### config.mk
export PLATFORM = sky130hd
export DESIGN_NAME = qdac_core
export DESIGN_NICKNAME = d
export VERILOG_FILES = /design/src/qdac_pkg.sv /design/src/qdac_code_split.sv /design/src/qdac_core.sv
export SDC_FILE = /design/constraint.sdc
export NUM_CORES = 1
export LEC_CHECK = 0
export BUFFER_PORTS_ARGS = -buffer_cell sky130_fd_sc_hd__clkbuf_2
export CORE_MARGIN = 2
export CORE_UTILIZATION = 40
export CTS_BUF_LIST = sky130_fd_sc_hd__clkbuf_8
export DETAILED_ROUTE_END_ITERATION = 12
export PLACE_DENSITY = 0.58
export SYNTH_ARGS = -nofsm -noshare
export SYNTH_HDL_FRONTEND = slang
export SYNTH_SLANG_ARGS = --single-unit
### constraint.sdc
create_clock -name clk -period 2.79 [get_ports clk]
set_input_delay 0.1395 -clock clk [delete_from_list [all_inputs] [get_ports clk]]
set_output_delay 0.1395 -clock clk [all_outputs]
set_load 0.01 [all_outputs]
### src/qdac_pkg.sv
package qdac_pkg;

    localparam int NUM_CH     = 4;
    localparam int CODE_W     = 16;
    localparam int SEG_W      = 15;
    localparam int LADDER_W   = 12;
    localparam int RANGE_W    = 3;
    localparam int FRAME_BITS = 24;
    localparam int PEC_BITS   = 8;
    localparam int SHIFT_W    = FRAME_BITS + PEC_BITS;
    localparam int CNT_W      = 6;

    // Timing: calibration wait after reset.
    localparam int CLK_MHZ      = 200;
    localparam int CAL_WAIT_US  = 100;
    localparam int CAL_CYCLES   = CAL_WAIT_US * CLK_MHZ;
    localparam int STRAP_SETTLE = 3;

    // Frame field layout (24-bit word, bit 23 first on the wire).
    localparam int FRM_READ_BIT = 23;
    localparam int FRM_SEL_HI   = 20;
    localparam int FRM_SEL_LO   = 18;
    localparam int FRM_CH_HI    = 17;
    localparam int FRM_CH_LO    = 16;
    localparam logic [2:0] FRM_SEL_DATA = 3'h0;

    // APB map, byte addresses.
    localparam int ADDR_W = 8;
    localparam logic [7:0] ADDR_MAIN   = 8'h00;
    localparam logic [7:0] ADDR_STATUS = 8'h04;
    localparam logic [3:0] PAGE_CTRL   = 4'h1;
    localparam logic [3:0] PAGE_CLEAR  = 4'h2;
    localparam logic [3:0] PAGE_DATA   = 4'h3;
    localparam logic [3:0] PAGE_OUT    = 4'h4;

    // Main register bits.
    localparam int MAIN_PEC   = 0;
    localparam int MAIN_CLEAR = 1;
    // Status register bits.
    localparam int ST_BUSY     = 0;
    localparam int ST_FRAMEERR = 1;
    localparam int ST_POC      = 2;
    localparam int ST_TAKEN_LO = 4;
    // Channel control bits.
    localparam int CTL_RANGE_LO = 0;
    localparam int CTL_OUT_EN   = 3;
    localparam int CTL_CLR_EN   = 4;
    localparam int CTL_W        = 5;

    // Output ranges.
    localparam logic [2:0] RNG_0_5V   = 3'h0;
    localparam logic [2:0] RNG_0_10V  = 3'h1;
    localparam logic [2:0] RNG_PM5V   = 3'h2;
    localparam logic [2:0] RNG_PM10V  = 3'h3;
    localparam logic [2:0] RNG_4_20MA = 3'h4;
    localparam logic [2:0] RNG_0_20MA = 3'h5;
    localparam logic [2:0] RNG_0_24MA = 3'h6;

    localparam logic [15:0] CLEAR_CODE_RST = 16'h0000;
    localparam logic [15:0] CODE_RST       = 16'h0000;

endpackage

### src/qdac_code_split.sv
`timescale 1ns/1ps
// Splits one straight binary code into segment switches and ladder switches.
module qdac_code_split (
    input  wire logic                           clk,
    input  wire logic                           rst,
    input  wire logic [qdac_pkg::CODE_W-1:0]    code,
    output logic      [qdac_pkg::SEG_W-1:0]     segSwitch,
    output logic      [qdac_pkg::LADDER_W-1:0]  ladderSwitch
);
    function automatic logic [qdac_pkg::SEG_W-1:0] thermo(input logic [3:0] v);
        logic [qdac_pkg::SEG_W-1:0] t;
        t = '0;
        for (int i = 0; i < qdac_pkg::SEG_W; i++) begin
            t[i] = (v > 4'(i));
        end
        return t;
    endfunction

    wire logic [3:0] upper = code[qdac_pkg::CODE_W-1:qdac_pkg::LADDER_W];

    always_ff @(posedge clk) begin
        if (rst) begin
            segSwitch    <= '0;
            ladderSwitch <= '0;
        end else begin
            segSwitch    <= thermo(upper);
            ladderSwitch <= code[qdac_pkg::LADDER_W-1:0];
        end
    end
endmodule

### src/qdac_core.sv
// Added by the designer: the placing of the registers and register access over APB.
`timescale 1ns/1ps
module qdac_core #(
    parameter int CalWaitCycles = qdac_pkg::CAL_CYCLES
) (
    input  wire logic                                   clk,
    input  wire logic                                   rst,
    input  wire logic [qdac_pkg::ADDR_W-1:0]            paddr,
    input  wire logic                                   psel,
    input  wire logic                                   penable,
    input  wire logic                                   pwrite,
    input  wire logic [31:0]                            pwdata,
    output logic      [31:0]                            prdata,
    output logic                                        pready,
    output logic                                        pslverr,
    input  wire logic                                   sclk,
    input  wire logic                                   syncN,
    input  wire logic                                   sdin,
    input  wire logic                                   loadStrobeN,
    input  wire logic                                   powerOnOutputSelect,
    output logic      [qdac_pkg::NUM_CH*qdac_pkg::SEG_W-1:0]    segSwitch,
    output logic      [qdac_pkg::NUM_CH*qdac_pkg::LADDER_W-1:0] ladderSwitch,
    output logic      [qdac_pkg::NUM_CH-1:0]            voutEn,
    output logic      [qdac_pkg::NUM_CH-1:0]            ioutEn,
    output logic      [qdac_pkg::NUM_CH-1:0]            voutPulldown,
    output logic      [qdac_pkg::NUM_CH*qdac_pkg::RANGE_W-1:0]  rangeSel,
    output logic      [qdac_pkg::NUM_CH-1:0]            rangeBipolar
);
    localparam int NCH = qdac_pkg::NUM_CH;
    localparam logic [15:0] CAL_LOAD = 16'(CalWaitCycles);

    // Pin synchronisers: stage a is read only by stage b.
    logic [3:0] pinA_q, pinB_q, pinC_q;
    logic       pocA_q, pocB_q;
    always_ff @(posedge clk) begin
        if (rst) begin
            // Idle levels: frame select and serial clock high, so no false edge follows reset.
            pinA_q <= 4'h6;
            pinB_q <= 4'h6;
            pinC_q <= 4'h6;
            pocA_q <= 1'b0;
            pocB_q <= 1'b0;
        end else begin
            pinA_q <= {loadStrobeN, syncN, sclk, sdin};
            pinB_q <= pinA_q;
            pinC_q <= pinB_q;
            pocA_q <= powerOnOutputSelect;
            pocB_q <= pocA_q;
        end
    end

    wire logic sdinS    = pinB_q[0];
    wire logic sclkFall = pinC_q[1] & ~pinB_q[1];
    wire logic syncLow  = ~pinB_q[2];
    wire logic syncFall = pinC_q[2] & ~pinB_q[2];
    wire logic syncRise = ~pinC_q[2] & pinB_q[2];
    wire logic ldLow    = ~pinB_q[3];
    wire logic ldFall   = pinC_q[3] & ~pinB_q[3];

    // Registers.
    logic                   pec_q;
    logic                   frameErr_q;
    logic [NCH-1:0][4:0]    chCtl_q;
    logic [NCH-1:0][15:0]   clearCode_q, dataReg_q, pend_q, outCode_q;
    logic [NCH-1:0]         taken_q;
    logic [31:0]            shift_q;
    logic [5:0]             bitCnt_q;
    logic [15:0]            calCnt_q;
    logic [1:0]             strapCnt_q;
    logic                   pocVal_q;

    // Serial shift path.
    always_ff @(posedge clk) begin
        if (rst) begin
            shift_q  <= '0;
            bitCnt_q <= '0;
        end else if (syncFall) begin
            bitCnt_q <= '0;
        end else if (syncLow && sclkFall) begin
            shift_q  <= {shift_q[30:0], sdinS};
            if (bitCnt_q != 6'h3f) begin
                bitCnt_q <= bitCnt_q + 6'h01;
            end
        end
    end

    // Frame decode at the frame select rising edge.
    wire logic [5:0]  expBits = pec_q ? 6'(qdac_pkg::SHIFT_W) : 6'(qdac_pkg::FRAME_BITS);
    wire logic [23:0] word    = pec_q ? shift_q[31:8] : shift_q[23:0];
    wire logic        lenOk   = (bitCnt_q == expBits);
    wire logic        frameEnd = syncRise & lenOk;
    wire logic        frameBad = syncRise & ~lenOk & (bitCnt_q != 6'h00);
    wire logic        dataWr  = frameEnd & ~word[qdac_pkg::FRM_READ_BIT]
                              & (word[qdac_pkg::FRM_SEL_HI:qdac_pkg::FRM_SEL_LO]
                                 == qdac_pkg::FRM_SEL_DATA);
    wire logic [1:0]  wrCh    = word[qdac_pkg::FRM_CH_HI:qdac_pkg::FRM_CH_LO];
    wire logic [15:0] wrCode  = word[15:0];

    // APB slave: one wait state so read data comes from a flop.
    wire logic        apbAcc  = psel & penable & pready;
    wire logic [3:0]  page    = paddr[7:4];
    wire logic [1:0]  regCh   = paddr[3:2];
    wire logic        isMain  = (paddr == qdac_pkg::ADDR_MAIN);
    wire logic        isStat  = (paddr == qdac_pkg::ADDR_STATUS);
    wire logic        isCtl   = (page == qdac_pkg::PAGE_CTRL);
    wire logic        isClr   = (page == qdac_pkg::PAGE_CLEAR);
    wire logic        isData  = (page == qdac_pkg::PAGE_DATA);
    wire logic        isOut   = (page == qdac_pkg::PAGE_OUT);
    wire logic        mapped  = (isMain | isStat | isCtl | isClr | isData | isOut)
                              & (paddr[1:0] == 2'h0);
    wire logic        wrMain  = apbAcc & pwrite & isMain;
    wire logic        wrStat  = apbAcc & pwrite & isStat;
    wire logic        wrCtl   = apbAcc & pwrite & isCtl & mapped;
    wire logic        wrClr   = apbAcc & pwrite & isClr & mapped;
    wire logic        clrCmd  = wrMain & pwdata[qdac_pkg::MAIN_CLEAR];
    wire logic        calBusy = (calCnt_q != 16'h0000);

    logic [31:0] rdMux;
    always_comb begin
        rdMux = '0;
        if (isMain) begin
            rdMux[qdac_pkg::MAIN_PEC] = pec_q;
        end else if (isStat) begin
            rdMux[qdac_pkg::ST_BUSY]     = calBusy;
            rdMux[qdac_pkg::ST_FRAMEERR] = frameErr_q;
            rdMux[qdac_pkg::ST_POC]      = pocVal_q;
            rdMux[qdac_pkg::ST_TAKEN_LO +: NCH] = taken_q;
        end else if (isCtl) begin
            rdMux[qdac_pkg::CTL_W-1:0] = chCtl_q[regCh];
        end else if (isClr) begin
            rdMux[15:0] = clearCode_q[regCh];
        end else if (isData) begin
            rdMux[15:0] = dataReg_q[regCh];
        end else if (isOut) begin
            rdMux[15:0] = outCode_q[regCh];
        end
    end

    always_ff @(posedge clk) begin
        if (rst) begin
            pready  <= 1'b0;
            prdata  <= '0;
            pslverr <= 1'b0;
        end else begin
            pready  <= psel & penable & ~pready;
            prdata  <= mapped ? rdMux : 32'h0000_0000;
            pslverr <= psel & penable & ~pready & ~mapped;
        end
    end

    // Software registers; reset values give range 0-5 V and zero clear codes.
    always_ff @(posedge clk) begin
        if (rst) begin
            pec_q       <= 1'b0;
            frameErr_q  <= 1'b0;
            chCtl_q     <= '{default: 5'h00};
            clearCode_q <= '{default: qdac_pkg::CLEAR_CODE_RST};
        end else begin
            if (wrMain) begin
                pec_q <= pwdata[qdac_pkg::MAIN_PEC];
            end
            // A bad frame in the clearing cycle keeps the flag set.
            if (frameBad) begin
                frameErr_q <= 1'b1;
            end else if (wrStat && pwdata[qdac_pkg::ST_FRAMEERR]) begin
                frameErr_q <= 1'b0;
            end
            if (wrCtl) begin
                chCtl_q[regCh] <= pwdata[qdac_pkg::CTL_W-1:0];
            end
            if (wrClr) begin
                clearCode_q[regCh] <= pwdata[15:0];
            end
        end
    end

    // Data, pending and output codes.
    always_ff @(posedge clk) begin
        if (rst) begin
            dataReg_q <= '{default: qdac_pkg::CODE_RST};
            pend_q    <= '{default: qdac_pkg::CODE_RST};
            outCode_q <= '{default: qdac_pkg::CODE_RST};
            taken_q   <= '0;
        end else begin
            if (ldFall) begin
                taken_q <= '0;
            end
            for (int c = 0; c < NCH; c++) begin
                if (ldFall && !dataWr) begin
                    outCode_q[c] <= pend_q[c];
                end
                if (clrCmd && chCtl_q[c][qdac_pkg::CTL_CLR_EN]) begin
                    outCode_q[c] <= clearCode_q[c];
                    pend_q[c]    <= clearCode_q[c];
                end
            end
            if (dataWr) begin
                dataReg_q[wrCh] <= wrCode;
                if (ldLow) begin
                    outCode_q[wrCh] <= wrCode;
                    pend_q[wrCh]    <= wrCode;
                end else if (!taken_q[wrCh]) begin
                    pend_q[wrCh]  <= wrCode;
                    taken_q[wrCh] <= 1'b1;
                end
            end
        end
    end

    // Calibration timer and strap capture after reset release.
    always_ff @(posedge clk) begin
        if (rst) begin
            calCnt_q   <= CAL_LOAD;
            strapCnt_q <= 2'(qdac_pkg::STRAP_SETTLE);
            pocVal_q   <= 1'b0;
        end else begin
            if (calBusy) begin
                calCnt_q <= calCnt_q - 16'h0001;
            end
            if (strapCnt_q != 2'h0) begin
                strapCnt_q <= strapCnt_q - 2'h1;
                pocVal_q   <= pocB_q;
            end
        end
    end

    // Output configuration; bipolar ranges are offset binary, 0x8000 at zero.
    always_ff @(posedge clk) begin
        if (rst) begin
            voutEn       <= '0;
            ioutEn       <= '0;
            voutPulldown <= '0;
            rangeSel     <= '0;
            rangeBipolar <= '0;
        end else begin
            for (int c = 0; c < NCH; c++) begin
                automatic logic [2:0] r = chCtl_q[c][2:0];
                automatic logic en = chCtl_q[c][qdac_pkg::CTL_OUT_EN];
                automatic logic isI = (r == qdac_pkg::RNG_4_20MA) | (r == qdac_pkg::RNG_0_20MA)
                                    | (r == qdac_pkg::RNG_0_24MA);
                automatic logic isV = (r <= qdac_pkg::RNG_PM10V);
                voutEn[c]       <= en & isV;
                ioutEn[c]       <= en & isI;
                voutPulldown[c] <= ~(en & isV) & pocVal_q;
                rangeSel[c*3 +: 3] <= r;
                rangeBipolar[c] <= (r == qdac_pkg::RNG_PM5V) | (r == qdac_pkg::RNG_PM10V);
            end
        end
    end

    for (genvar g = 0; g < NCH; g++) begin : gSplit
        qdac_code_split uSplit (
            .clk          (clk),
            .rst          (rst),
            .code         (outCode_q[g]),
            .segSwitch    (segSwitch[g*qdac_pkg::SEG_W +: qdac_pkg::SEG_W]),
            .ladderSwitch (ladderSwitch[g*qdac_pkg::LADDER_W +: qdac_pkg::LADDER_W])
        );
    end
endmodule

Yosys cells after proc, flatten, opt, wreduce, memory -nomap -nowiden:

Cells that the tools add are included.

* register bits: 523
* bits in latches: 0
* memory bits (writable): 0
* memory bits (read-only): 0
* word-level logic and storage cells: 305
* memories kept: 0

* add/subtract/negate cells: 3
* multiply operators: 0
* div/mod/pow operators: 0
* order comparisons: 68
* equality and inequality tests: 27
* shift-type cells: 0
* mux-type cells: 65
* bitwise logic cells: 65
* reductions and logical operators: 24

Operator list (count)
* 16-bit 2-to-1 mux: 28
* 64-bit 2-to-1 mux: 5
* 64-bit bitwise mux: 4
* 4-bit > comparator, second input constant: 28
* 16-bit binary-select mux with 2-bit select: 3
* 16-bit demux with 2-bit select: 2
* 4-bit by 3-bit > comparator with 1-bit output, second input constant: 16
* 3-bit == test, second input constant: 12
* 1-bit bitwise AND: 34
* 4-bit by 1-bit > comparator with 1-bit output, second input constant: 8
* 4-bit by 2-bit > comparator with 1-bit output, second input constant: 8
* 3-bit by 2-bit == test with 1-bit output, second input constant: 8
* 24-bit 2-to-1 mux: 1
* 4-bit 2-to-1 mux: 6
* 20-bit bitwise mux: 1
* 1-bit bitwise OR: 17
* 16-bit nonzero test: 1
* 16-bit by 1-bit subtractor with 16-bit output, second input constant: 1
* 5-bit 2-to-1 mux: 3
* 1-bit inverter: 13
* 3-bit by 2-bit less-or-equal comparator with 1-bit output, second input constant: 4
* 11-bit 2-to-1 mux: 1
* 5-bit binary-select mux with 2-bit select: 1
* 5-bit demux with 2-bit select: 1
* 28 further kinds: 46

Logic depth before layout (Yosys ltp):

* depth after elaboration: 13
* gate-level depth with buffers: 11
* mapped depth without buffers: 7

Modules after synthesis:

Synthesis repeated with hierarchy kept, for this count alone.

* cell total of the unflattened synthesis: 2284
* area, all modules: 21496.9 um^2

By module, submodules not included
* qdac_core: times used 1, cells an instance 2004, area each 18353.9 um^2
* qdac_code_split: times used 4, cells an instance 70, area each 785.8 um^2

Least setup slack after synthesis:

No wires, ideal clock.

* kind: reg2reg
* start point: reg calCnt_q[0]
* end point: reg calCnt_q[14]
* arrival: 2.116 ns
* data required time: 2.673 ns
* setup slack: 0.557 ns
* cell stages (with the launch flop): 9
* buffers on the path: 1
* clock period less this slack: 2.233 ns
* cell sequence: dfxtp_1 -> inv_1 -> ha_1 -> or3b_2 -> buf_2 -> or4b_4 -> a2111oi_4 -> xnor2_1 -> nand2b_1

* longest elaborated chain between the ends: 1
* elaborated cells between the ends (all ways): 2
* those cells by class: add/sub: 1; reduce/logical: 1

Ends and longest elaborated chain
* start: declaration: RTL line qdac_core.sv:68 `logic [15:0] calCnt_q;`
* start signal: assignment: RTL line qdac_core.sv:218 `calCnt_q <= calCnt_q - 16'h0001;`
* 16-bit by 1-bit subtractor with 16-bit output / 16-bit nonzero test (equally long branches): RTL line qdac_core.sv:218, qdac_core.sv:116

Several ways; a longest one is shown, not always the timed one.
A chain may end at the register's enable or synchronous reset.

Final worst setup path:

* start point: reg bitCnt_q[0]
* end point: reg pend_q[9] in the netlist's numbering

* longest elaborated chain between the ends: 5

Ends and longest elaborated chain
* start: declaration: RTL line qdac_core.sv:67 `logic [5:0] bitCnt_q;`
* start signal: assignment: RTL line qdac_core.sv:82 `bitCnt_q <= bitCnt_q + 6'h01;`
* 6-bit == test: RTL line qdac_core.sv:90 `wire logic lenOk = (bitCnt_q == expBits);`
* 1-bit bitwise AND: RTL line qdac_core.sv:91 `wire logic frameEnd = syncRise & lenOk;`
* 1-bit bitwise AND: RTL line qdac_core.sv:93 `wire logic dataWr = frameEnd & ~word[qdac_pkg::FRM_READ_BIT]`
* 1-bit bitwise AND: RTL line qdac_core.sv:94 `& (word[qdac_pkg::FRM_SEL_HI:qdac_pkg::FRM_SEL_LO]`
* 64-bit 2-to-1 mux: RTL line qdac_core.sv:197 `if (dataWr) begin`
* end signal: indexed assignment: RTL line qdac_core.sv:194 `pend_q[c] <= clearCode_q[c];`
* end signal: indexed assignment: RTL line qdac_core.sv:201 `pend_q[wrCh] <= wrCode;`
* end signal: indexed assignment: RTL line qdac_core.sv:203 `pend_q[wrCh] <= wrCode;`
* end: declaration: RTL line qdac_core.sv:64 `logic [NCH-1:0][15:0] clearCode_q, dataReg_q, pend_q, outCode_q;`

Every way passes these cells.

==> summary.txt <==
setup violators final - 0
Non-Filler Instances - 3076
Synth Instances - 2106
CP startpoint kind - flop
hpwl dp - 43100 um
Clk Latency, worst-skew pair - 0.68 ns
Max FO, Critical Path - 27
DR WL/cell - 21.8 um
via/cell ratio - 5.62
critical path startpoint - bitCnt_q[0]$_SDFFE_PP0P_
LEAKAGE - 0.00984 uW
required time of the critical path - 3.37 ns
CP endpoint kind - flop
CTS clock-pin slew for the worst setup and hold paths - 0.06 ns
Critical R2R Launch - bitCnt_q[0]$_SDFFE_PP0P_
first-pass GRT wire length - 101000 um
f_max - 381 MHz
Detail Route Antenna Nets - 0
Synth top area share - 0.482
vias in the first global route - 16.8k
clk sinks - 506
main flop type after synthesis - dfxtp_1
port bufs - 187
post-synth top area cell - dfxtp_1
FF+latch count, synth - 506
Diodes inserted - 0
final worst setup slack - 0.167 ns
Final Max Slew Viols - 0
drt drc - 0
crit path kind - flop to flop
Power Dens Cells - 597 mW/mm2
Syn Std Cell Area - 0.0210 mm2
total number of vias - 17.3k
core outline area - 0.0516 mm2
Pre-antenna DRT Iters - 6
number of fill cells - 4793
Post CTS Setup Buffer Count - 0
flop2flop setup slack - 0.17 ns
RR Endpoint - pend_q[9]$_SDFF_PP0_
Synth Area per Inst - 9.97 um2
unrepaired setup endpoints after global routing - false
root buf cell - clkbuf_8
Critical Path End - pend_q[9]$_SDFF_PP0_
area grow syn2layout - 19.1%
Fin Clk Skew - 0.0334 ns
GRT overflow - 0
CTS tree - done
max cap viols - 0
Seq/Total Area, Yosys - 0.482
Longest Clk Path Bufs - 3
pin count of the biggest net entering global routing - 155
Yosys cell types - 77
Worst Hold Class - input port to flop
WL final - 67200 um
CTS Buf Count - 85
layout cell share with drive strength beyond 1 - 0.275
pre-CTS setup slack - 0.0951 ns
setup TNS - 0 ns
die height - 233 um
Routability Congestion - 0.816
antenna violations before repair - 0
synth top area cells - dfxtp_1 (48%), mux2i_1 (6.1%), mux4_2 (5.8%)
worst-margin pin slew - 1.02 ns
Fin. Hold Viols - 0
Initial Util - 0.407
number of synthesized flops with an enable pin - 0
synth cell count leaders - dfxtp_1 (506), nor2_1 (238), a21oi_1 (200)
outcome - finished, final reports clean
Initial DRC Count - 1462
die width - 233 um
fin crit share - 0.940
Post-Place Cells - 2893
Worst Hold Launch - paddr[4]
gr usage total - 0.244
most frequent cell after synthesis - dfxtp_1
Yosys Warn Count - 0
total die area - 0.0544 mm2
ys async rst share - 0
Slew headroom - 0.318
min cycle time layout - 2.62 ns
Worst EP arrival - 3.21 ns
Max IR drop VDD - 0.276 mV
Rows - 83
# nets final - 2386
CTS H-tree depth - 3
R2R depth - 9
I/O Pins - 220
[registers in the layout (all words and copies together) (netlist names), 12 cells and up]
register / cells
prdata: 16
calCnt_q: 16
gSplit.uSplit.segSwitch: 60
pend_q: 64
dataReg_q: 64
gSplit.uSplit.ladderSwitch: 48
outCode_q: 64
shift_q: 32
rangeSel: 12
chCtl_q: 20
clearCode_q: 64
[final cells by class]
class | count | area [um2] | share of cell area
multi-input combinational | 1398 | 10000 | 0.400
inverter | 28 | 105 | 0.00420
timing repair buffer | 313 | 2120 | 0.0850
clock inverter | 47 | 363 | 0.0145
sequential | 506 | 10100 | 0.405
tap | 680 | 851 | 0.0340
clock buffer | 104 | 1430 | 0.0572
[placed cells by master (no fill, tap or decap), drive strengths merged, types with 12 or more instances in the layout]
cell | netlist | final
a211oi | 88 | 88
a21oi | 200 | 200
a2bb2oi | 17 | 17
a31o | 48 | 48
buf | 80 | 97
clkbuf | 109 | 288
clkinv | 1 | 14
conb | 1 | 16
dfxtp | 506 | 506
dlygate4sd3 | 0 | 32
inv | 27 | 53
mux2 | 48 | 48
mux2i | 129 | 129
mux4 | 54 | 54
nand2 | 146 | 146
nand2b | 12 | 12
nor2 | 242 | 242
nor2b | 84 | 84
nor3 | 49 | 49
nor4 | 16 | 16
o21a | 15 | 15
o21ai | 34 | 34
o221a | 48 | 48
or3 | 22 | 22
xnor2 | 12 | 12
[power by group]
group	internal (uW)	switching (uW)
registers	7280	46.8
logic	258	391
clock network	3850	3110
[timing repair]
action,CTS,global route
setup endpoints to repair,0,19
hold buffers,32,0
hold endpoints to repair,118,0
resized for setup,0,1
[stage by stage]
step	total power, uW	util	area [um2]	hold slack (ns)
floorplan	7920	-	21100	0.243
global placement	8080	0.443	22900	0.360
detailed placement	8090	0.443	22900	0.364
CTS	15100	0.484	25000	0.0138
global route	15400	0.485	25000	0.0669
finish	14900	0.485	25000	0.0635
[logic make-up (layout without fill, tap and decap cells)]
group	Yosys count	in the layout	share of synthesized area
adder cells (fa/ha/maj)	4	4	0.00238
buffers and inverters	217	492	0.0464
multiplexers	231	231	0.145
AO/OA/AOI/OAI	499	499	0.170
other	1	16	0.000179
XOR/XNOR	18	18	0.00751
flip-flops	506	506	0.482
AND/OR/NAND/NOR	630	630	0.147
[how the worst min path moves through the flow]
stage | endpoint | cells after the start
3_3_place_gp | pocA_q$_SDFF_PP0_ | 2
3_5_place_dp | pocA_q$_SDFF_PP0_ | 2
6_report | prdata[0]$_SDFF_PP0_ | 4
2_1_floorplan | pinA_q[1]$_SDFF_PP1_ | 1
4_1_cts | prdata[0]$_SDFF_PP0_ | 4
5_1_grt | prdata[0]$_SDFF_PP0_ | 4
[metal layers]
layer  vias up  GRT usage  part of all wire
met2       720      0.393              0.47
met5         -          0                 0
met4         0     0.0973             0.031
met1      8434      0.319              0.43
met3       139     0.0522             0.077
li1       7998          -                 -
[critical path, stage by stage (launching register included)]
cell,delay (ns)
dfxtp_1,0.35
inv_1,0.07
ha_1,0.14
nor2b_1,0.32
o2111ai_4,0.36
buf_4,0.30
nor3_2,0.41
buf_12,0.25
a2bb2oi_1,0.10
a211oi_1,0.24
Note: power is estimated with default switching activity, not from simulation.
